**config.mk**
```make
export PLATFORM = sky130hd
export DESIGN_NAME = wdtu_top
export DESIGN_NICKNAME = d
export VERILOG_FILES = /design/src/common/wdtu_pkg.sv /design/src/hdl/wdtu_top.sv
export SDC_FILE = /design/constraint.sdc
export NUM_CORES = 1
export LEC_CHECK = 0
export BUFFER_PORTS_ARGS = -buffer_cell sky130_fd_sc_hd__buf_2
export CORE_UTILIZATION = 24
export CTS_CLUSTER_SIZE = 12
export DETAILED_ROUTE_END_ITERATION = 16
export PLACE_DENSITY = 0.4
export SYNTH_ARGS = -nofsm -noshare
export SYNTH_HDL_FRONTEND = slang
export SYNTH_SLANG_ARGS = --single-unit
```
**constraint.sdc**
```tcl
create_clock -name i_clk -period 5.6 [get_ports i_clk]
set_input_delay 0.28 -clock i_clk [delete_from_list [all_inputs] [get_ports i_clk]]
set_output_delay 0.28 -clock i_clk [all_outputs]
set_load 0.1 [all_outputs]
```
**src/common/wdtu_pkg.sv**
```systemverilog
// Constants, bus carriers and state layout of the watchdog unit.
// Assumes a 40 MHz processor clock and a 32-bit AXI4-Lite master.
package wdtu_pkg;
    ////////////////////////////////////////////////////////////////////
    localparam int          WDTU_ADDR_W     = 8;
    localparam logic [7:0]  WDTU_CTRL_OFS   = 8'h00;
    localparam logic [7:0]  WDTU_STAT_OFS   = 8'h04;
    localparam logic [7:0]  WDTU_MASK_OFS   = 8'h08;
    localparam logic [15:0] WDTU_KEY_UNL1   = 16'h3333;
    localparam logic [15:0] WDTU_KEY_UNL2   = 16'hCCCC;
    localparam logic [15:0] WDTU_KEY_RST1   = 16'hAAAA;
    localparam logic [15:0] WDTU_KEY_RST2   = 16'h5555;
    localparam int          WDTU_MODE_BIT   = 15;
    localparam int          WDTU_RSTF_BIT   = 13;
    localparam int          WDTU_NMIF_BIT   = 12;
    localparam int          WDTU_SEL_LSB    = 0;
    localparam logic [2:0]  WDTU_SEL_RST    = 3'h7;
    localparam logic [2:0]  WDTU_SEL_MAX    = 3'h7;
    localparam logic        WDTU_MODE_RST   = 1'b0;
    localparam int          WDTU_EV_NMI     = 0;
    localparam int          WDTU_EV_RST     = 1;
    localparam logic [1:0]  WDTU_RESP_OKAY  = 2'h0;
    localparam logic [1:0]  WDTU_RESP_SLV   = 2'h2;
    ////////////////////////////////////////////////////////////////////
    localparam int          WDTU_CLK_KHZ    = 40000;
    localparam int          WDTU_TMAX_MS    = 1670;
    localparam int          WDTU_TMAX_CYC   = WDTU_TMAX_MS * WDTU_CLK_KHZ;
    localparam int          WDTU_CNT_W      = 27;
    localparam logic [2:0]  WDTU_RST_PULSE  = 3'h4;
    ////////////////////////////////////////////////////////////////////
    typedef enum logic [1:0] {SEQ_IDLE, SEQ_UNL1, SEQ_UNL2, SEQ_RST1} wdtu_seq_t;

    typedef struct packed {
        logic                   awvalid;
        logic [WDTU_ADDR_W-1:0] awaddr;
        logic                   wvalid;
        logic [31:0]            wdata;
        logic [3:0]             wstrb;
        logic                   bready;
        logic                   arvalid;
        logic [WDTU_ADDR_W-1:0] araddr;
        logic                   rready;
    } wdtu_axi_req_t;

    typedef struct packed {
        logic        awready;
        logic        wready;
        logic        bvalid;
        logic [1:0]  bresp;
        logic        arready;
        logic        rvalid;
        logic [31:0] rdata;
        logic [1:0]  rresp;
    } wdtu_axi_rsp_t;

    typedef struct packed {
        logic [WDTU_CNT_W-1:0]  cnt;
        wdtu_seq_t              seq;
        logic                   locked;
        logic                   mode;
        logic [2:0]             sel;
        logic                   nmif;
        logic                   rstf;
        logic [1:0]             stat;
        logic [1:0]             mask;
        logic                   aw_have;
        logic                   w_have;
        logic [WDTU_ADDR_W-1:0] awaddr;
        logic [31:0]            wdata;
        logic                   ar_have;
        logic [WDTU_ADDR_W-1:0] araddr;
        wdtu_axi_rsp_t          axi;
        logic [2:0]             rstcnt;
        logic                   sysrst;
        logic                   nmi;
        logic                   irq;
    } wdtu_state_t;
endpackage : wdtu_pkg

```
**src/hdl/wdtu_top.sv**
```systemverilog
// Watchdog unit with its control register, status, mask and AXI4-Lite slave.
// Assumes one write and one read at most outstanding, as AXI4-Lite masters do.
//
// Chosen here: the address map and the AXI4-Lite slave port.
`timescale 1ns/1ps

// Functional notes
// RULE1 - Counts from reset, longest timeout, reset mode.
// RULE2 - Configuration accepted only once between resets.
// RULE3 - Keys 3333h, CCCCh, then configuration word.
// RULE4 - Keys AAAAh, 5555h restart the count.
// RULE5 - Running count never readable.
// RULE6 - Longest timeout is 1.67 s at 40MHz.
// RULE7 - Configuration selects interrupt or reset on timeout.
// RULE8 - Interrupt timeout sets flag bit 12.
// RULE9 - Handler tests and clears the interrupt flag.
// RULE10 - Timeout with flag set resets instead.
// RULE11 - Watchdog reset sets flag bit 13.
// RULE12 - Any control read or write clears flag 13.
// RULE13 - Watchdog reset skips pin resampling, else normal.
// RULE14 - Broken key sequence discarded, restart from first.
module wdtu_top
    import wdtu_pkg::*;
#(
    parameter int P_TMAX_CYC = WDTU_TMAX_CYC
)
(
    // Clock and reset.
    input  wire logic          i_clk,
    input  wire logic          i_rst,
    // Register bus.
    input  wire wdtu_axi_req_t i_axi,
    output wdtu_axi_rsp_t      o_axi,
    // System events.
    output logic               o_irq,
    output logic               o_nmi,
    output logic               o_sys_rst,
    output logic               o_skip_resample
);

    ////////////////////////////////////////////////////////////////////
    wdtu_state_t           st;
    wdtu_state_t           next_st;
    logic                  wr_go;
    logic                  rd_go;
    logic                  ctrl_wr;
    logic                  ctrl_rd;
    logic                  restart;
    logic                  tmo;
    logic [15:0]           wv;
    logic [WDTU_CNT_W-1:0] limit;

    function automatic logic [WDTU_CNT_W-1:0] tmo_limit(input logic [2:0] sel);
        tmo_limit = WDTU_CNT_W'(P_TMAX_CYC >> (WDTU_SEL_MAX - sel)); // RULE6
    endfunction : tmo_limit

    function automatic logic [31:0] strb_mask(input logic [31:0] d, input logic [3:0] s);
        strb_mask = d & {{8{s[3]}}, {8{s[2]}}, {8{s[1]}}, {8{s[0]}}};
    endfunction : strb_mask

    ////////////////////////////////////////////////////////////////////
    always_comb
    begin
        next_st = st;
        wv      = st.wdata[15:0];
        wr_go   = st.aw_have && st.w_have;
        rd_go   = st.ar_have && !wr_go;
        ctrl_wr = wr_go && (st.awaddr == WDTU_CTRL_OFS);
        ctrl_rd = rd_go && (st.araddr == WDTU_CTRL_OFS);
        restart = 1'b0;
        limit   = tmo_limit(st.sel);
        tmo     = (st.rstcnt == 3'h0) && (st.cnt >= limit - WDTU_CNT_W'(1));
        next_st.nmi = 1'b0;

        // Bus handshakes.
        if (st.axi.bvalid && i_axi.bready)
        begin
            next_st.axi.bvalid = 1'b0;
        end
        if (st.axi.rvalid && i_axi.rready)
        begin
            next_st.axi.rvalid = 1'b0;
        end
        if (i_axi.awvalid && st.axi.awready)
        begin
            next_st.aw_have = 1'b1;
            next_st.awaddr  = i_axi.awaddr;
        end
        if (i_axi.wvalid && st.axi.wready)
        begin
            next_st.w_have = 1'b1;
            next_st.wdata  = strb_mask(i_axi.wdata, i_axi.wstrb);
        end
        if (i_axi.arvalid && st.axi.arready)
        begin
            next_st.ar_have = 1'b1;
            next_st.araddr  = i_axi.araddr;
        end

        // Register writes.
        if (wr_go)
        begin
            next_st.aw_have    = 1'b0;
            next_st.w_have     = 1'b0;
            next_st.axi.bvalid = 1'b1;
            next_st.axi.bresp  = WDTU_RESP_OKAY;
            case (st.awaddr)
                WDTU_CTRL_OFS: ;
                WDTU_STAT_OFS: next_st.stat = st.stat & ~wv[1:0];
                WDTU_MASK_OFS: next_st.mask = wv[1:0];
                default:       next_st.axi.bresp = WDTU_RESP_SLV;
            endcase
        end

        // Register reads; the count is never placed on the bus.
        if (rd_go)
        begin
            next_st.ar_have    = 1'b0;
            next_st.axi.rvalid = 1'b1;
            next_st.axi.rresp  = WDTU_RESP_OKAY;
            next_st.axi.rdata  = 32'h0; // RULE5
            case (st.araddr)
                WDTU_CTRL_OFS:
                begin
                    next_st.axi.rdata[WDTU_MODE_BIT]          = st.mode;
                    next_st.axi.rdata[WDTU_RSTF_BIT]          = st.rstf;
                    next_st.axi.rdata[WDTU_NMIF_BIT]          = st.nmif;
                    next_st.axi.rdata[WDTU_SEL_LSB +: 3]      = st.sel;
                end
                WDTU_STAT_OFS: next_st.axi.rdata[1:0] = st.stat;
                WDTU_MASK_OFS: next_st.axi.rdata[1:0] = st.mask;
                default:       next_st.axi.rresp = WDTU_RESP_SLV;
            endcase
        end

        // Key sequences; any other control access breaks them.
        if (ctrl_wr)
        begin
            case (st.seq)
                SEQ_IDLE:
                begin
                    if (wv == WDTU_KEY_UNL1) // RULE3
                    begin
                        next_st.seq = SEQ_UNL1;
                    end
                    else if (wv == WDTU_KEY_RST1) // RULE4
                    begin
                        next_st.seq = SEQ_RST1;
                    end
                end
                SEQ_UNL1:
                begin
                    next_st.seq = (wv == WDTU_KEY_UNL2) ? SEQ_UNL2 : SEQ_IDLE; // RULE3 RULE14
                end
                SEQ_UNL2:
                begin
                    next_st.seq = SEQ_IDLE;
                    if (!st.locked) // RULE2
                    begin
                        next_st.locked = 1'b1;
                        next_st.mode   = wv[WDTU_MODE_BIT]; // RULE7
                        next_st.sel    = wv[WDTU_SEL_LSB +: 3];
                    end
                    if (!wv[WDTU_NMIF_BIT])
                    begin
                        next_st.nmif = 1'b0;
                    end
                end
                SEQ_RST1:
                begin
                    next_st.seq = SEQ_IDLE; // RULE14
                    restart     = (wv == WDTU_KEY_RST2); // RULE4
                end
                default: next_st.seq = SEQ_IDLE;
            endcase
        end
        else if (ctrl_rd)
        begin
            next_st.seq = SEQ_IDLE; // RULE14
        end
        if (ctrl_wr || ctrl_rd)
        begin
            next_st.rstf = 1'b0; // RULE12
        end

        // Counter and timeout; a timeout overrides any clear in the same cycle.
        next_st.cnt = restart ? '0 : st.cnt + WDTU_CNT_W'(1);
        if (st.rstcnt != 3'h0)
        begin
            next_st.rstcnt = st.rstcnt - 3'h1;
            next_st.cnt    = '0;
        end
        if (tmo)
        begin
            next_st.cnt = '0;
            if (st.mode && !st.nmif) // RULE7
            begin
                next_st.nmif              = 1'b1; // RULE8
                next_st.nmi               = 1'b1;
                next_st.stat[WDTU_EV_NMI] = 1'b1;
            end
            else
            begin
                // Own reset of the unit; status and mask survive it, and the reset flag is set.
                next_st.seq               = SEQ_IDLE; // RULE10
                next_st.locked            = 1'b0; // RULE13
                next_st.mode              = WDTU_MODE_RST;
                next_st.sel               = WDTU_SEL_RST;
                next_st.nmif              = 1'b0;
                next_st.rstf              = 1'b1; // RULE11
                next_st.rstcnt            = WDTU_RST_PULSE;
                next_st.stat[WDTU_EV_RST] = 1'b1;
            end
        end

        next_st.sysrst      = (next_st.rstcnt != 3'h0);
        next_st.irq         = |(next_st.stat & next_st.mask);
        next_st.axi.awready = !next_st.aw_have && !next_st.axi.bvalid;
        next_st.axi.wready  = !next_st.w_have && !next_st.axi.bvalid;
        next_st.axi.arready = !next_st.ar_have && !next_st.axi.rvalid;
    end

    ////////////////////////////////////////////////////////////////////
    always_ff @(posedge i_clk)
    begin
        if (i_rst)
        begin
            st             <= '0; // RULE1
            st.mode        <= WDTU_MODE_RST;
            st.sel         <= WDTU_SEL_RST;
            st.axi.awready <= 1'b1;
            st.axi.wready  <= 1'b1;
            st.axi.arready <= 1'b1;
        end
        else
        begin
            st <= next_st;
        end
    end

    assign o_axi           = st.axi;
    assign o_irq           = st.irq;
    assign o_nmi           = st.nmi;
    assign o_sys_rst       = st.sysrst;
    assign o_skip_resample = st.sysrst;
endmodule : wdtu_top

```
Yosys cells after proc, flatten, opt, wreduce, memory -nomap -nowiden
Cells that the tools add are included.
- add/sub/neg operators: 4
- magnitude comparators: 1
- reduce and logical (&&, ||, !) cells: 37
- bitwise logic cells: 5
- equal/unequal tests: 12
- mux-type cells: 38
- shift operators: 1
- $mul: 0
- div/mod/pow operators: 0
- operators by type and width (cell ; count):
    35-bit two-way mux ; 1
    16-bit equality test, second input constant ; 2
    27-bit by 1-bit adder with 27-bit output, second input constant ; 1
    27-bit >= comparator ; 1
    26-bit by 3-bit >> shifter with 27-bit output, first input constant ; 1
    27-bit by 1-bit subtractor with 27-bit output, second input constant ; 1
    2-bit two-way mux ; 11
    6-bit two-way mux ; 3
    16-bit bitwise AND ; 1
    16-bit by 14-bit equality test with 1-bit output, second input constant ; 1
    16-bit by 15-bit equality test with 1-bit output, second input constant ; 1
    8-bit by 3-bit equality test with 1-bit output, second input constant ; 2
    8-bit by 4-bit equality test with 1-bit output, second input constant ; 2
    8-bit logical NOT ; 2
    1-bit logical AND ; 14
    1-bit two-way mux ; 13
    3-bit two-way mux ; 4
    2-bit case mux with 3 select lines ; 2
    11-bit two-way mux ; 1
    9-bit two-way mux ; 1
    1-bit logical NOT ; 7
    7-bit two-way mux ; 1
    3-bit nonzero test ; 2
    2-bit OR reduction ; 3
    16 further kinds ; 20
- input port bits: 59
- bits in writable memories: 0
- word-level logic and storage cells: 125
- bits in registers: 96
- bits in read-only memories: 0
- memories kept: 0
- output and inout bits: 45
- bits in latches: 0

Logic depth before layout (Yosys ltp)
- depth after elaboration: 10
- depth in mapped cells: 17

Worst setup path after synthesis
No wires, ideal clock.
- kind: reg-to-reg
- start: reg st[105] (netlist name)
- end: reg st[120] (netlist name)
- setup time: 65 ps
- arrival: 3959 ps
- cell stages (with the launch flop): 16
- slack: 1576 ps
- path buffers: 2
- cells stage by stage: dfxtp_1 > clkbuf_1 > inv_1 > ha_1 > nand2_1 > ha_1 > o21ai_0 > nor4_1 > a32oi_1 > ha_1 > nand4_1 > a211oi_1 > o311ai_0 > nand3_2 > buf_4 > nor2_1
- word-level cells in the longest chain between the ends: 6
- ends and longest elaborated chain (element ; line ; source):
    from (decl) ; wdtu_top.sv:42 ; wdtu_state_t st;
    from (signal assigned) ; wdtu_top.sv:237 ; st <= next_st;
    3-bit subtractor ; wdtu_top.sv:54 ; tmo_limit = WDTU_CNT_W'(P_TMAX_CYC >> (WDTU_SEL_MAX - sel));
    26-bit by 3-bit >> shifter with 27-bit output ; wdtu_top.sv:54 ;
    27-bit by 1-bit subtractor with 27-bit output ; wdtu_top.sv:72 ; tmo = (st.rstcnt == 3'h0) && (st.cnt >= limit - WDTU_CNT_W'(1));
    27-bit >= comparator ; wdtu_top.sv:72 ;
    1-bit logical AND ; wdtu_top.sv:72 ;
    4-bit OR reduction (no source line) ; -- ;
Every way passes these cells.
A chain may end at the register's enable or synchronous reset.

Worst setup path in the final report
- start: reg st[105] (netlist name)
- end: reg st[110] (netlist name)
- word-level cells in the longest chain between the ends: 6
- ends and longest elaborated chain (element ; line ; source):
    3-bit subtractor ; wdtu_top.sv:54 ;
    26-bit by 3-bit >> shifter with 27-bit output ; wdtu_top.sv:54 ;
    27-bit by 1-bit subtractor with 27-bit output ; wdtu_top.sv:72 ;
    27-bit >= comparator ; wdtu_top.sv:72 ;
    1-bit logical AND ; wdtu_top.sv:72 ;
    11-bit two-way mux ; wdtu_top.sv:193 ; if (tmo)
Every way passes these cells.

==> flow_summary.rst <==
.. list-table::
   :header-rows: 1

   * - Metric
     - Value
   * - Cells taking the most area after synthesis
     - dfxtp_1, ha_1, buf_4, a21oi_1, nand3_1
   * - First-pass iteration count of the detailed router
     - 4
   * - Worst-margin pin slew
     - 0.9459 ns
   * - Critical Path End
     - st[110]$_SDFF_PP0_
   * - Fraction of post-synthesis cell area in the top cell type by area
     - 36.77%
   * - Width of the die
     - around 150 um
   * - Count of H-tree levels built during CTS
     - 3
   * - Antenna violations before repair
     - 0
   * - Hold violation total from the final report
     - 0
   * - Global-route total usage across every layer
     - 11.37%
   * - Req. time, crit path
     - between 5 and 6 ns
   * - Via count of the routed design
     - 4190
   * - Max Cap Violations
     - 0
   * - Sequential share of the synthesized area
     - 36.77%
   * - Worst reg-to-reg path cell count
     - 14
   * - Setup repair after global routing missed its margin
     - no
   * - Via-to-Cell Ratio
     - 4.462
   * - Clock Latency Late Sink
     - 0.35 ns
   * - Clock transition time at the flip-flop clock pins of the worst setup and hold paths
     - ~0.07 ns
   * - P per Cell Area
     - between 300 and 400 nW/um2
   * - Cell taking the most area after synthesis
     - dfxtp_1
   * - Number of gates resized after CTS
     - 0
   * - Area of the core
     - between 20000 and 25000 um2
   * - Relative slew margins
     - 36.36%
   * - Starting utilization of the core area
     - approximately 24%
   * - Pins over their slew limit
     - 0
   * - Num CTS Buffers
     - 9
   * - Nature of the critical path startpoint
     - flip-flop
   * - Worst hold path class
     - primary input to flip-flop
   * - Hold Buf Count CTS
     - 0
   * - Run status
     - complete, no violations
   * - Number of antenna repair diodes
     - 0
   * - Slack of the worst reg-to-reg path
     - 1.02 ns
   * - Main flop type after synthesis
     - dfxtp_1
   * - Syn Inst Count
     - between 600 and 700
   * - Count of pins on the block boundary
     - between 100 and 150
   * - Area of the mapped netlist
     - 5117 um2
   * - Number of endpoints failing setup at the final stage
     - 0
   * - CTS root buf
     - clkbuf_16
   * - Static Leakage
     - 2.417 nW
   * - Row cnt
     - 53
   * - Worst clock skew
     - 0.01016 ns
   * - F_max
     - 218.3 MHz
   * - Share of post-route cells with drive strength above 1
     - 12.50%
   * - Combinational group share of total power
     - 21.9%
   * - Warning count from the yosys run
     - 0
   * - Internal power of the cells
     - 1.153 mW
   * - IR Drop Worst-Case VDD
     - 0.1457 mV
   * - Layout Cell Area excl Fill
     - a little under 6000 um2
   * - Critical path origin
     - st[105]$_SDFF_PP1_
   * - Kind of end point of the critical path
     - flip-flop
   * - Minimum clock period after layout
     - 4.582 ns
   * - Largest fanout on the critical path
     - 13
   * - Largest net degree at the start of global routing
     - 61
   * - Endpoint of the lowest-slack register-to-register path
     - st[110]$_SDFF_PP0_
   * - Wire length after detailed routing
     - about 12000 um
   * - R2R Path Start
     - st[105]$_SDFF_PP1_
   * - Seq pwr share
     - 41.6%
   * - Number of enable-type register cells in the synthesized netlist
     - 0
   * - Area growth from synthesis to final layout
     - 12.98%
   * - Number of synthesized register bits
     - 94
   * - Area after DPL
     - 5468 um2
   * - Buffers from clock root to sink, at most
     - 2
   * - Launch point of the worst hold path
     - i_axi[1]
   * - Global placement routability congestion
     - around 0.75
   * - Post-CTS Setup Inserts
     - 0
   * - Number of sinks driven by the clock tree
     - 94
   * - FF/Latch Area
     - 1882 um2
   * - Total area of multi-input combinational cells
     - 2840 um2
   * - Final HPWL from detailed placement
     - roughly 9000 um
   * - Iter 0 DRT Violations
     - 155
   * - Proportion of power drawn by the clock network
     - 36.5%
   * - First-pass GRT wire length
     - 19910 um
   * - Post-layout power
     - 1.782 mW
   * - Accumulated negative setup slack
     - 0 ns
   * - Count of unique library cells instantiated by Yosys
     - 55
   * - Global-route congestion overflow total
     - 0
   * - Endpoint arrival time on the critical path
     - between 4 and 5 ns
   * - Filler cell count
     - 2305
   * - DIE HEIGHT
     - between 100 and 150 um
   * - Worst path setup slack after routing
     - between 1 and 1.5 ns
   * - Type of the setup path with the least slack
     - flip-flop to flip-flop
   * - Nets
     - 757
   * - Number of design rule violations left after detail routing
     - 0
   * - Number of global-route vias before repair
     - 3970
   * - Fin crit share
     - 81.82%
   * - Dpl ws
     - 1.011 ns
   * - Number of buffer cells added on primary ports
     - 57
   * - Async set-or-reset flop fraction in the synthesized netlist
     - 0%
   * - Total die area
     - approximately 22000 um2
   * - CTS tree
     - yes
   * - Final standard cell utilization of the core
     - 27.59%
   * - Switching share of total power
     - 35.29%
   * - Count of antenna-violating nets left after detailed routing
     - 0
   * - Net Sw Power
     - 628.9 uW
   * - Average wire length per cell after detail routing
     - ~13 um
   * - Average cell area after synthesis
     - between 8 and 9 um2
## critical path, stage by stage (launching register included)
cell and delay, ns:
dfxtp_1 0.65, inv_1 0.23, ha_1 0.41, nand2_1 0.16
ha_1 0.24, o21ai_0 0.17, nor4_1 0.52, o221ai_1 0.22
ha_1 0.31, nand4_1 0.15, a211oi_1 0.32, o311ai_0 0.21
buf_4 0.21, a211o_1 0.43, nor3b_1 0.20
## cell families (layout without fill, tap and decap cells)
logic type	after synthesis	after routing	synth area share, %
mux	11	11	2.176
compound gates	105	105	12.40
flops	94	94	36.77
buf+inv	88	99	9.706
simple gates	259	259	24.47
fa+ha+maj	39	39	9.535
other cells	2	29	0.1468
xor+xnor	28	28	4.792
## power groups by stage
stage,combinational (mW),sequential (mW),clock [mW]
2_1_floorplan,0.341,0.770,0
3_3_place_gp,0.389,0.756,0
3_5_place_dp,0.398,0.757,0
4_1_cts,0.398,0.742,0.672
5_1_grt,0.428,0.748,0.702
6_report,0.391,0.741,0.650
## sequential cells by signal, summed over array words and instances (netlist names)
register and cells:
o_nmi 1, st 78, o_irq 1, o_axi 13, o_skip_resample 1
## per-stage QoR
step	std cells	hold WS (ns)
detailed placement	923	0.4415
global placement	923	0.4435
CTS	939	0.1628
floorplan	653	0.4275
global route	939	0.1703
finish	939	0.1793
## worst min path at each step
stage               cells after the start  slack (ns)             endpoint
finish                                  3        0.18  st[47]$_SDFFE_PP0P_
global route                            3        0.17  st[47]$_SDFFE_PP0P_
CTS                                     3        0.16  st[47]$_SDFFE_PP0P_
detailed placement                      2        0.44  st[89]$_SDFFE_PP0P_
global placement                        2        0.44  st[89]$_SDFFE_PP0P_
floorplan                               2        0.43  st[88]$_SDFFE_PP0P_
## cell usage in the layout (no fill, tap or decap), types with 11 or more instances in the layout
cell / n
a21oi_1: 62
buf_2: 57
conb_1: 29
dfxtp_1: 94
ha_1: 39
inv_1: 20
nand2_1: 68
nand3_1: 58
nor2_1: 65
xnor2_1: 11
xor2_1: 17
## area by class of cell
type,instances,share of cell area [%]
Clock buffer,10,4.133
Clock inverter,6,1.298
Inverter,21,1.363
Multi-Input combinational cell,471,49.12
Sequential cell,94,32.55
Tap cell,275,5.951
Timing Repair Buffer,62,5.583
## synthesized netlist by cell type (3+ instances only)
cell type / n
dfxtp_1: 94
nand2_1: 68
nor2_1: 65
a21oi_1: 62
nand3_1: 58
buf_4: 44
ha_1: 39
clkbuf_1: 20
inv_1: 20
xor2_1: 17
xnor2_1: 11
mux2i_1: 10
nor4_1: 10
o21ai_0: 10
nor3_1: 9
and3_1: 8
and2_1: 7
a22oi_1: 5
nand2b_1: 5
nand4_1: 5
a21o_1: 4
nor3b_1: 4
nor4bb_1: 4
a211oi_1: 3
o221ai_1: 3
or3_1: 3
## per-layer routing
metal	GRT usage [%]	part of all wire (%)	up-vias
met5	0	0	-
met4	2.938	0.91	0
met3	3.179	3.9	11
met2	19.06	46	72
met1	14.24	49	1926
li1	-	-	2181
(Power assumes the default switching activity.)
